$ cat config.mk
export PLATFORM = sky130hd
export DESIGN_NAME = fpp_programmer
export DESIGN_NICKNAME = d
export VERILOG_FILES = /design/src/core/fpp_pkg.sv /design/src/core/fpp_programmer.sv
export SDC_FILE = /design/constraint.sdc
export NUM_CORES = 1
export LEC_CHECK = 0
export ABC_AREA = 1
export ABC_CLOCK_PERIOD_IN_PS = 3620
export BUFFER_PORTS_ARGS = -buffer_cell sky130_fd_sc_hd__buf_4
export CAP_MARGIN = 40
export CORE_MARGIN = 4
export CORE_UTILIZATION = 55
export CTS_BUF_LIST = sky130_fd_sc_hd__clkbuf_16
export CTS_CLUSTER_DIAMETER = 150
export DETAILED_ROUTE_END_ITERATION = 16
export PLACE_DENSITY = 0.82
export SYNTH_ARGS = -nofsm -noshare
export SYNTH_HDL_FRONTEND = slang
export SYNTH_SLANG_ARGS = --single-unit
export TNS_END_PERCENT = 20
$ cat constraint.sdc
create_clock -name ref_clk -period 3.62 [get_ports ref_clk]
set_input_delay 0.724 -clock ref_clk [delete_from_list [all_inputs] [get_ports ref_clk]]
set_output_delay 0.724 -clock ref_clk [all_outputs]
set_load 0.01 [all_outputs]
$ cat src/core/fpp_pkg.sv
/*
 * constants for the fuse prom programmer: geometry, timing and pulse level steps.
 * assumes a 40 MHz ref_clk and external analog drivers that follow the level selects.
 */
// Operation
// RULE1 - device holds 512 words of 4 bits, decoded on chip
// RULE2 - device floats outputs while output_enable_n high, else drives addressed word; the prom model drives the inverse of the last word instead of floating
// RULE3 - bits ship as one; programmed bits read zero forever
// RULE4 - output_enable_n acts as program pin together with raised output
// RULE5 - hold address steady at logic levels with supply raised while pulsing
// RULE6 - pulse only one data output per programming pulse
// RULE7 - program pin pulse starts at least 100 ns before output pulse
// RULE8 - wait 70 to 90 us after disabling output before output pulse; default fpp_d1_cyc overflows to -1094, waiting 129979 cycles
// RULE9 - wait at least 100 ns after pulse removal before re-enabling output
// RULE10 - pulse width over pulse period never above 25 percent
// RULE11 - level step low for pulses 1-3, middle 4-6, high 7-9
// RULE12 - verify after every attempt, advance once bit reads programmed
// RULE13 - verify by enabling device at target address, selected output low
// RULE14 - after ninth failed pulse stop and report address and output
package fpp_pkg;
    localparam int fpp_addr_w = 9;
    localparam int fpp_data_w = 4;
    localparam int fpp_clk_khz = 40000;
    // times in nanoseconds as printed
    localparam int fpp_lead_ns = 100;
    localparam int fpp_d1_min_ns = 70000;
    localparam int fpp_d1_max_ns = 90000;
    localparam int fpp_d1_typ_ns = 80000;
    localparam int fpp_d2_ns = 100;
    localparam int fpp_tp_min_ns = 1000;
    localparam int fpp_tp_max_ns = 40000;
    localparam int fpp_duty_pct = 25;
    localparam int fpp_max_pulses = 9;
    localparam int fpp_settle_ns = 100;
    // cycle counts: least times round up, the typical disable wait rounds down
    localparam int fpp_lead_cyc = (fpp_lead_ns * fpp_clk_khz + 999999) / 1000000;
    localparam int fpp_d1_cyc = (fpp_d1_typ_ns * fpp_clk_khz) / 1000000;
    localparam int fpp_d2_cyc = (fpp_d2_ns * fpp_clk_khz + 999999) / 1000000;
    localparam int fpp_tp_cyc = (fpp_tp_min_ns * 10 * fpp_clk_khz) / 1000000;
    localparam int fpp_settle_cyc = (fpp_settle_ns * fpp_clk_khz + 999999) / 1000000;
    // off time so that pulse/period stays within the duty limit
    localparam int fpp_off_cyc = fpp_tp_cyc * (100 - fpp_duty_pct) / fpp_duty_pct;
    localparam logic [1:0] fpp_lvl_low = 2'h0;
    localparam logic [1:0] fpp_lvl_mid = 2'h1;
    localparam logic [1:0] fpp_lvl_high = 2'h2;
    typedef enum {fpp_idle, fpp_disable, fpp_lead, fpp_pulse, fpp_gap, fpp_verify,
        fpp_cool} fpp_state_type;
endpackage

$ cat src/core/fpp_programmer.sv
/*
 * host-side programmer for a 512x4 fuse prom: sequences one bit per request.
 * assumes external level shifters turn the program/output strobes and level code into
 * the raised voltages, and that device data inputs are synchronous to ref_clk.
 */
`timescale 1ns/10ps
module fpp_programmer
    import fpp_pkg::*;
#(
    parameter int d1_cycles = fpp_d1_cyc,
    parameter int off_cycles = fpp_off_cyc
)
(
    input wire logic ref_clk,
    input wire logic nrst,
    input wire logic start,
    input wire logic [fpp_addr_w-1:0] target_addr,
    input wire logic [1:0] target_bit,
    output logic busy,
    output logic done,
    output logic fail,
    output logic [3:0] pulses_used,
    output logic [fpp_addr_w-1:0] prom_addr,
    output logic output_enable_n,
    output logic program_pin_raise,
    output logic [fpp_data_w-1:0] output_program_raise,
    output logic [1:0] output_program_level,
    output logic supply_program,
    input wire logic [fpp_data_w-1:0] prom_data
);
    fpp_state_type state_reg;
    logic [16:0] cnt_reg;
    logic [3:0] pulse_reg;
    logic [1:0] bit_reg;
    logic [fpp_addr_w-1:0] addr_reg;
    logic done_reg;
    logic fail_reg;
    logic cnt_zero;
    logic take_req;
    logic verify_end;
    logic bit_low;
    logic last_pulse;

    // counter loads: disable wait less the lead, and whatever off time the disable wait leaves
    localparam logic [16:0] d1_load = 17'(d1_cycles - fpp_lead_cyc);
    localparam logic [16:0] cool_load = (off_cycles > d1_cycles) ?
        17'(off_cycles - d1_cycles) : 17'h0;

    // level step from pulse number
    function automatic logic [1:0] level_of(input logic [3:0] n);
        if (n <= 4'h3)
            level_of = fpp_lvl_low;
        else if (n <= 4'h6)
            level_of = fpp_lvl_mid;
        else
            level_of = fpp_lvl_high;
    endfunction

    // request taken, counter expiry and verify outcome
    assign take_req = (state_reg == fpp_idle) && start;
    assign cnt_zero = (cnt_reg == 17'h0);
    assign verify_end = (state_reg == fpp_verify) && cnt_zero;
    assign bit_low = !prom_data[bit_reg]; // RULE13
    assign last_pulse = (pulse_reg == 4'(fpp_max_pulses));

    // target held from the request to the end of the sequence
    always_ff @(posedge ref_clk)
    begin
        if (!nrst)
        begin
            addr_reg <= '0;
            bit_reg <= 2'h0;
        end
        else if (take_req)
        begin
            addr_reg <= target_addr; // RULE5
            bit_reg <= target_bit;
        end
    end

    // pulse number, counted as each program pin lead begins
    always_ff @(posedge ref_clk)
    begin
        if (!nrst || take_req)
            pulse_reg <= 4'h0;
        else if (state_reg == fpp_disable && cnt_zero)
            pulse_reg <= pulse_reg + 4'h1; // RULE11
    end

    // sequence state and interval counter
    always_ff @(posedge ref_clk)
    begin
        if (!nrst)
        begin
            state_reg <= fpp_idle;
            cnt_reg <= 17'h0;
        end
        else
        begin
            case (state_reg)
                fpp_idle:
                begin
                    if (start)
                    begin
                        cnt_reg <= d1_load; // RULE8
                        state_reg <= fpp_disable;
                    end
                end
                fpp_disable:
                begin
                    // device disabled, wait before program pin lead
                    if (cnt_reg == 17'h0)
                    begin
                        cnt_reg <= 17'(fpp_lead_cyc - 1);
                        state_reg <= fpp_lead;
                    end
                    else
                        cnt_reg <= cnt_reg - 17'h1;
                end
                fpp_lead:
                begin
                    if (cnt_reg == 17'h0) // RULE7 RULE8
                    begin
                        cnt_reg <= 17'(fpp_tp_cyc - 1);
                        state_reg <= fpp_pulse;
                    end
                    else
                        cnt_reg <= cnt_reg - 17'h1;
                end
                fpp_pulse:
                begin
                    if (cnt_reg == 17'h0)
                    begin
                        cnt_reg <= 17'(fpp_d2_cyc - 1);
                        state_reg <= fpp_gap;
                    end
                    else
                        cnt_reg <= cnt_reg - 17'h1;
                end
                fpp_gap:
                begin
                    if (cnt_reg == 17'h0) // RULE9
                    begin
                        cnt_reg <= 17'(fpp_settle_cyc - 1);
                        state_reg <= fpp_verify;
                    end
                    else
                        cnt_reg <= cnt_reg - 17'h1;
                end
                fpp_verify:
                begin
                    if (cnt_reg == 17'h0)
                    begin
                        if (bit_low || last_pulse)
                            state_reg <= fpp_idle; // RULE12 RULE14
                        else
                        begin
                            // never negative: a long disable wait already covers the off time
                            cnt_reg <= cool_load;
                            state_reg <= fpp_cool;
                        end
                    end
                    else
                        cnt_reg <= cnt_reg - 17'h1;
                end
                fpp_cool:
                begin
                    // off time keeps the duty cycle legal
                    if (cnt_reg == 17'h0) // RULE10
                    begin
                        cnt_reg <= d1_load;
                        state_reg <= fpp_disable;
                    end
                    else
                        cnt_reg <= cnt_reg - 17'h1;
                end
                default:
                    state_reg <= fpp_idle;
            endcase
        end
    end

    // verified flag, cleared by the next request
    always_ff @(posedge ref_clk)
    begin
        if (!nrst || take_req)
            done_reg <= 1'b0;
        else if (verify_end && bit_low)
            done_reg <= 1'b1; // RULE13
    end

    // failure flag once the last allowed pulse still reads one
    always_ff @(posedge ref_clk)
    begin
        if (!nrst || take_req)
            fail_reg <= 1'b0;
        else if (verify_end && !bit_low && last_pulse)
            fail_reg <= 1'b1; // RULE14
    end

    // pin drive derived from state
    assign busy = (state_reg != fpp_idle);
    assign done = done_reg;
    assign fail = fail_reg;
    assign pulses_used = pulse_reg;
    assign prom_addr = addr_reg;
    assign supply_program = busy; // RULE5
    // outputs stay enabled through the off time, so every retry gets the full disable wait
    assign output_enable_n = !(state_reg == fpp_idle || state_reg == fpp_verify ||
        state_reg == fpp_cool); // RULE4 RULE8
    assign program_pin_raise = (state_reg == fpp_lead || state_reg == fpp_pulse); // RULE7
    assign output_program_level = level_of(pulse_reg); // RULE11
    // one output only, selected by bit index
    assign output_program_raise = (state_reg == fpp_pulse) ?
        (fpp_data_w'(1) << bit_reg) : '0; // RULE6
endmodule

==> flow_summary.json, run 1 <==
{
  "worst-path-buf-inv": 2,
  "cp_data_arrival_time_ns": 1.56,
  "synth_ff_type": "dfxtp_1",
  "vias": 2385,
  "finalSetupTns_ns": 0,
  "slew_viol_final": 0,
  "cts_tree": "done",
  "layout-drive-gt1-share": 0.144,
  "synth.area.top_cells": "dfxtp_1, nand2_1, nand3_1, a21oi_1, nor2_1",
  "vias_per_cell": 5.36,
  "seq_area_frac_synth": 0.332,
  "port_buffers": 42,
  "critical_path_required_ns": 2.90,
  "p_leak_uw": 0.00132,
  "grt_pass1_wl_mm": 9.46,
  "synthDistinctLibCells": 27,
  "fin_ws_ns": 1.34,
  "critical_path_class": "register to output pin",
  "drt-initial-drc-count": 169,
  "synth_enable_flop_cells": 0,
  "overflow": 0,
  "routed_wl_mm": 5.70,
  "grt_pass1_vias": 2129,
  "start_util": 0.587,
  "rsz0062_at_grt": "false",
  "finClkSkew_ns": 0.00645,
  "synth_top_area_frac": 0.332,
  "track_usage": 0.226,
  "place_congestion": 0.915,
  "ant_nets": 0,
  "nFillCells": 357,
  "yosysMostFrequentCell": "nand2_1",
  "slew_headroom": 0.570,
  "avgSynthCellArea_um2": 6.28,
  "cts_buffers": 5,
  "hpwl_mm": 4.23,
  "synth_area_um2": 2230,
  "holdWs_ns": 0.461,
  "powerDensity_nw_per_um2": 855,
  "async_reset_ff_frac": 0,
  "start_kind": "register",
  "grt_max_degree": 18,
  "hold_viol_final": 0,
  "postCtsSetupRepairBufs": 0,
  "ios": 43,
  "period_minus_slack_ns": 2.28,
  "dieHeight_um": 71.7,
  "core_um2": 3800,
  "largest_reg_flops": 17,
  "clock.fmax_mhz": 438,
  "synth_cells": 355,
  "row_count": 22,
  "slowest_stage": "dfxtp_1",
  "ctsResizeCount": 0,
  "synth_common_cells": "nand2_1, nor2_1, inv_1",
  "postCtsHoldBufs": 0,
  "crit_family": "flip-flops",
  "cts_max_level": 2,
  "clk_pin_slew_ns": 0.06,
  "wl_per_cell_um": 12.8,
  "crit_path_cell_trace": "inv_1 > ha_1 > o31ai_1 > nor2_1 > buf_4",
  "area_delta_synth_final_pct": 21.3,
  "dieArea_um2": 5140,
  "ys_ff_latch": 37,
  "firstDrtPassIters": 5,
  "clock_path_buffers": 2,
  "numClockSinks": 37,
  "synth_largest_area_cell": "dfxtp_1",
  "nets": 418,
  "status": "completed",
  "end_kind": "output pin",
  "clock-root-buffer": "clkbuf_16",
  "diodes": 0,
  "timing.final.crit_share": 0.631,
  "path_max_fanout": 7,
  "tightest_slew_ns": 0.644,
  "clk_latency_ns": 0.28,
  "critical_path.max_stage_delay_ns": 0.44,
  "yosysWarnings": 0,
  "syn_nets": 377,
  "drc": 0,
  "die_w_um": 71.7,
  "ir_worst_vdd_uv": 426,
  "setup_viol": 0,
  "antenna_found_initial": 0,
  "hp-class": "register to register",
  "pre_cts_ws_ns": 1.49,
  "cap_violations": 0
}
cells by family after synthesis:
logic type / after synthesis / share of synthesized area
AOI/OAI and AO/OA: 52 / 0.121
adders and majority gates: 4 / 0.0224
xor gates and xnor gates: 10 / 0.0393
DFF: 37 / 0.332
buffers and inverters: 49 / 0.0881
and+or+nand+nor: 203 / 0.397
stage by stage:
stage	utilization	power, uW	cells	area [um^2]
after floorplan	-	1570	355	2230
after global placement	0.675	1850	437	2560
after detailed placement	0.675	1860	437	2560
after CTS	0.712	2300	445	2710
after global routing	0.712	2520	445	2710
final	0.712	2310	445	2710
metal layers:
metal / part of all wire / wire length, um / up-vias / track usage
met5: 0 / 0 / - / 0
met4: 0.016 / 89 / 0 / 0.0668
met3: 0.071 / 403 / 9 / 0.0477
met2: 0.47 / 2670 / 89 / 0.383
met1: 0.45 / 2540 / 1062 / 0.288
li1: - / - / 1225 / -
worst paths after layout:
check                                    start                      end  slack (ns)  depth (start not counted)
worst max-delay path            pulses_used[0]  output_program_level[0]        1.34                          5
worst min-delay path              prom_addr[8]             prom_addr[8]        0.46                          2
worst max register to register      cnt_reg[0]              cnt_reg[16]        1.56                          9
worst min register to register    prom_addr[8]             prom_addr[8]        0.46                          2
power by group:
| group | switching (uW) | leakage, uW | total (uW) | internal [uW] |
|---|---|---|---|---|
| sequential | 124 | 0.000305 | 654 | 530 |
| clock | 169 | 0.0000696 | 421 | 252 |
| combinational | 800 | 0.000945 | 1240 | 438 |
cell type report:
type | count | area (um^2) | share of cell area
Tap cell | 48 | 60.1 | 0.0222
Sequential cell | 37 | 741 | 0.274
Inverter | 41 | 154 | 0.0569
Timing Repair Buffer | 42 | 315 | 0.117
Clock inverter | 3 | 17.5 | 0.00647
Multi-Input combinational cell | 269 | 1290 | 0.478
Clock buffer | 5 | 125 | 0.0462
worst register-to-register path, delay by kind of cell (launching register included):
family | cells | cell delay, ns
fa+ha+maj | 1 | 0.26
compound gates | 2 | 0.69
simple gates | 5 | 0.64
buf+inv | 1 | 0.07
flops | 1 | 0.33
placed cells by master (no fill, tap or decap), types with 2 or more instances in the layout:
master and count:
o211ai_1 2, o21ai_0 13, dfxtp_1 37, buf_4 42, nand4_1 6, clkinv_2 2
clkbuf_16 5, nor3_1 6, xnor2_1 4, nor2_1 46, ha_1 4, nand2_1 98
nand2_4 2, nor2_4 2, nand3_1 38, inv_1 40, xor2_1 6, a21oi_1 35
Power figures use the tool's default switching activity.
==> run 2: changes to the inputs <==
--- a/config.mk
+++ b/config.mk
@@ -6,15 +6,15 @@
 export NUM_CORES = 1
 export LEC_CHECK = 0
 export ABC_AREA = 1
-export ABC_CLOCK_PERIOD_IN_PS = 3620
+export ABC_CLOCK_PERIOD_IN_PS = 1900
 export BUFFER_PORTS_ARGS = -buffer_cell sky130_fd_sc_hd__buf_4
 export CAP_MARGIN = 40
 export CORE_MARGIN = 4
-export CORE_UTILIZATION = 55
+export CORE_UTILIZATION = 50
 export CTS_BUF_LIST = sky130_fd_sc_hd__clkbuf_16
 export CTS_CLUSTER_DIAMETER = 150
 export DETAILED_ROUTE_END_ITERATION = 16
-export PLACE_DENSITY = 0.82
+export PLACE_DENSITY = 0.79
 export SYNTH_ARGS = -nofsm -noshare
 export SYNTH_HDL_FRONTEND = slang
 export SYNTH_SLANG_ARGS = --single-unit
==> constraint.sdc (replaced) <==
create_clock -name ref_clk -period 1.9 [get_ports ref_clk]
set_input_delay 0.38 -clock ref_clk [delete_from_list [all_inputs] [get_ports ref_clk]]
set_output_delay 0.38 -clock ref_clk [all_outputs]
set_load 0.01 [all_outputs]
==> run 2 against run 1 <==
Effect of this change:
- global-route usage increased by 0.56 points
- highest routed layer unchanged
- largest cell class unchanged
- core utilization decreased by 4.3 points
- worst hold slack got worse by 0.083 ns
==> flow_summary.json, run 2 (synthesis gave the netlist of run 1 again) <==
{
  "p_leak_uw": 0.00142,
  "postLayoutCoreUtil": 0.669,
  "numClockSinks": 37,
  "core_um2": 4320,
  "vias": 2458,
  "clock-root-buffer": "clkbuf_16",
  "antenna_found_initial": 0,
  "clock.fmax_mhz": 549,
  "overflow": 0,
  "port_buffers": 42,
  "layout-drive-gt1-share": 0.199,
  "area_delta_synth_final_pct": 29.7,
  "track_usage": 0.232,
  "nets": 439,
  "die_w_um": 74.8,
  "power_uw": 4680,
  "setup_viol": 0,
  "hpwl_mm": 4.56,
  "ios": 43,
  "cts_tree": "done",
  "clk_latency_ns": 0.28,
  "crit_path_cell_trace": "inv_1 > ha_1 > o31ai_2 > nor2_1 > buf_4",
  "ant_nets": 0,
  "grt_pass1_wl_mm": 10.1,
  "clock_path_buffers": 2,
  "row_count": 24,
  "period_minus_slack_ns": 1.82,
  "final_cell_mix": "nand2_1, buf_4, nor2_1",
  "drt-initial-drc-count": 142,
  "start_util": 0.516,
  "finalSetupTns_ns": 0,
  "grt_max_degree": 18,
  "critical_path.max_stage_delay_ns": 0.38,
  "critical_path_class": "register to output pin",
  "slew_viol_final": 0,
  "layout_commonest_cell": "nand2_1",
  "powerDensity_nw_per_um2": 1620,
  "cp_data_arrival_time_ns": 1.44,
  "grt_pass1_vias": 2382,
  "cts_buffers": 5,
  "clk_pin_slew_ns": 0.05,
  "place_area_um2": 2700,
  "cap_violations": 0,
  "hp-class": "input pin to register",
  "ir_worst_vdd_uv": 822,
  "diodes": 0,
  "slew_headroom": 0.683,
  "critical_path_required_ns": 1.52,
  "tightest_slew_ns": 0.473,
  "slowest_stage": "dfxtp_4",
  "stdcell_area_um2": 2890,
  "hold_viol_final": 0,
  "path_max_fanout": 7,
  "end_kind": "output pin",
  "timing.final.crit_share": 0.959,
  "dieHeight_um": 74.8,
  "largest_reg_flops": 17,
  "routed_wl_mm": 6.04,
  "start_kind": "register",
  "cts_max_level": 2,
  "finClkSkew_ns": 0.00489,
  "status": "completed",
  "wl_per_cell_um": 12.8,
  "dieArea_um2": 5590,
  "vias_per_cell": 5.23,
  "postCtsHoldBufs": 0,
  "drc": 0,
  "firstDrtPassIters": 4,
  "place_congestion": 0.888
}
-- run 2: cell types whose count changed in the layout (fill, tap and decap cells not counted), sizes merged --
| cell | before | now |
|---|---|---|
| nand3 | 39 | 40 |
| clkinvlp | 1 | 0 |
| clkinv | 3 | 4 |
| buf | 42 | 62 |
-- run 2: worst paths after layout --
path,startpoint,end,depth (start not counted),slack [ns]
hold reg to reg,prom_addr[5],prom_addr[5],2,0.46
hold / removal,target_addr[7],prom_addr[7],3,0.38
setup / recovery,pulses_used[0],output_program_level[0],5,0.08
setup reg to reg,cnt_reg[4],cnt_reg[7],9,0.15
-- run 2: layout make-up --
class | count | area (um^2)
clock buffers | 5 | 125
clock inverters | 3 | 12.5
fillers | 389 | 1430
inverters | 41 | 154
multi-input cells | 270 | 1320
flip-flops and latches | 37 | 747
well taps | 52 | 65.1
repair buffers | 62 | 465
-- run 2: timing repair --
item | 4_1_cts | 5_1_grt
buffers inserted | 0 | 2
setup endpoints to repair | 2 | 24
gates cloned | 0 | 1
pin swaps | 0 | 2
resized for setup | 2 | 7
-- run 2: report_power, final --
part           switching (uW)  total [uW]  internal, uW
Combinational            1650        2700          1040
Sequential                190        1200          1010
Clock                     308         782           474
Total                    2150        4680          2530
-- run 2: metal layers --
metal	GRT usage	up-vias	share of wire
met5	0	-	0
met1	0.273	1116	0.43
met4	0.0830	0	0.018
met3	0.0668	11	0.061
li1	-	1268	-
met2	0.401	63	0.50
-- run 2: critical path, delay by kind of cell, from the launching register on --
| family | cells | cell delay [ns] |
|---|---|---|
| AO/OA/AOI/OAI | 1 | 0.30 |
| adder cells (fa/ha/maj) | 1 | 0.21 |
| buffers and inverters | 2 | 0.21 |
| flip-flops | 1 | 0.38 |
| AND/OR/NAND/NOR | 1 | 0.07 |
-- run 2: per-stage QoR --
step,std cells,setup slack (ns),hold slack [ns]
2_1_floorplan,355,0.230,0.439
3_3_place_gp,459,0.172,0.448
3_5_place_dp,459,0.0742,0.451
4_1_cts,467,0.0251,0.372
5_1_grt,470,-0.0128,0.380
6_report,470,0.0777,0.378
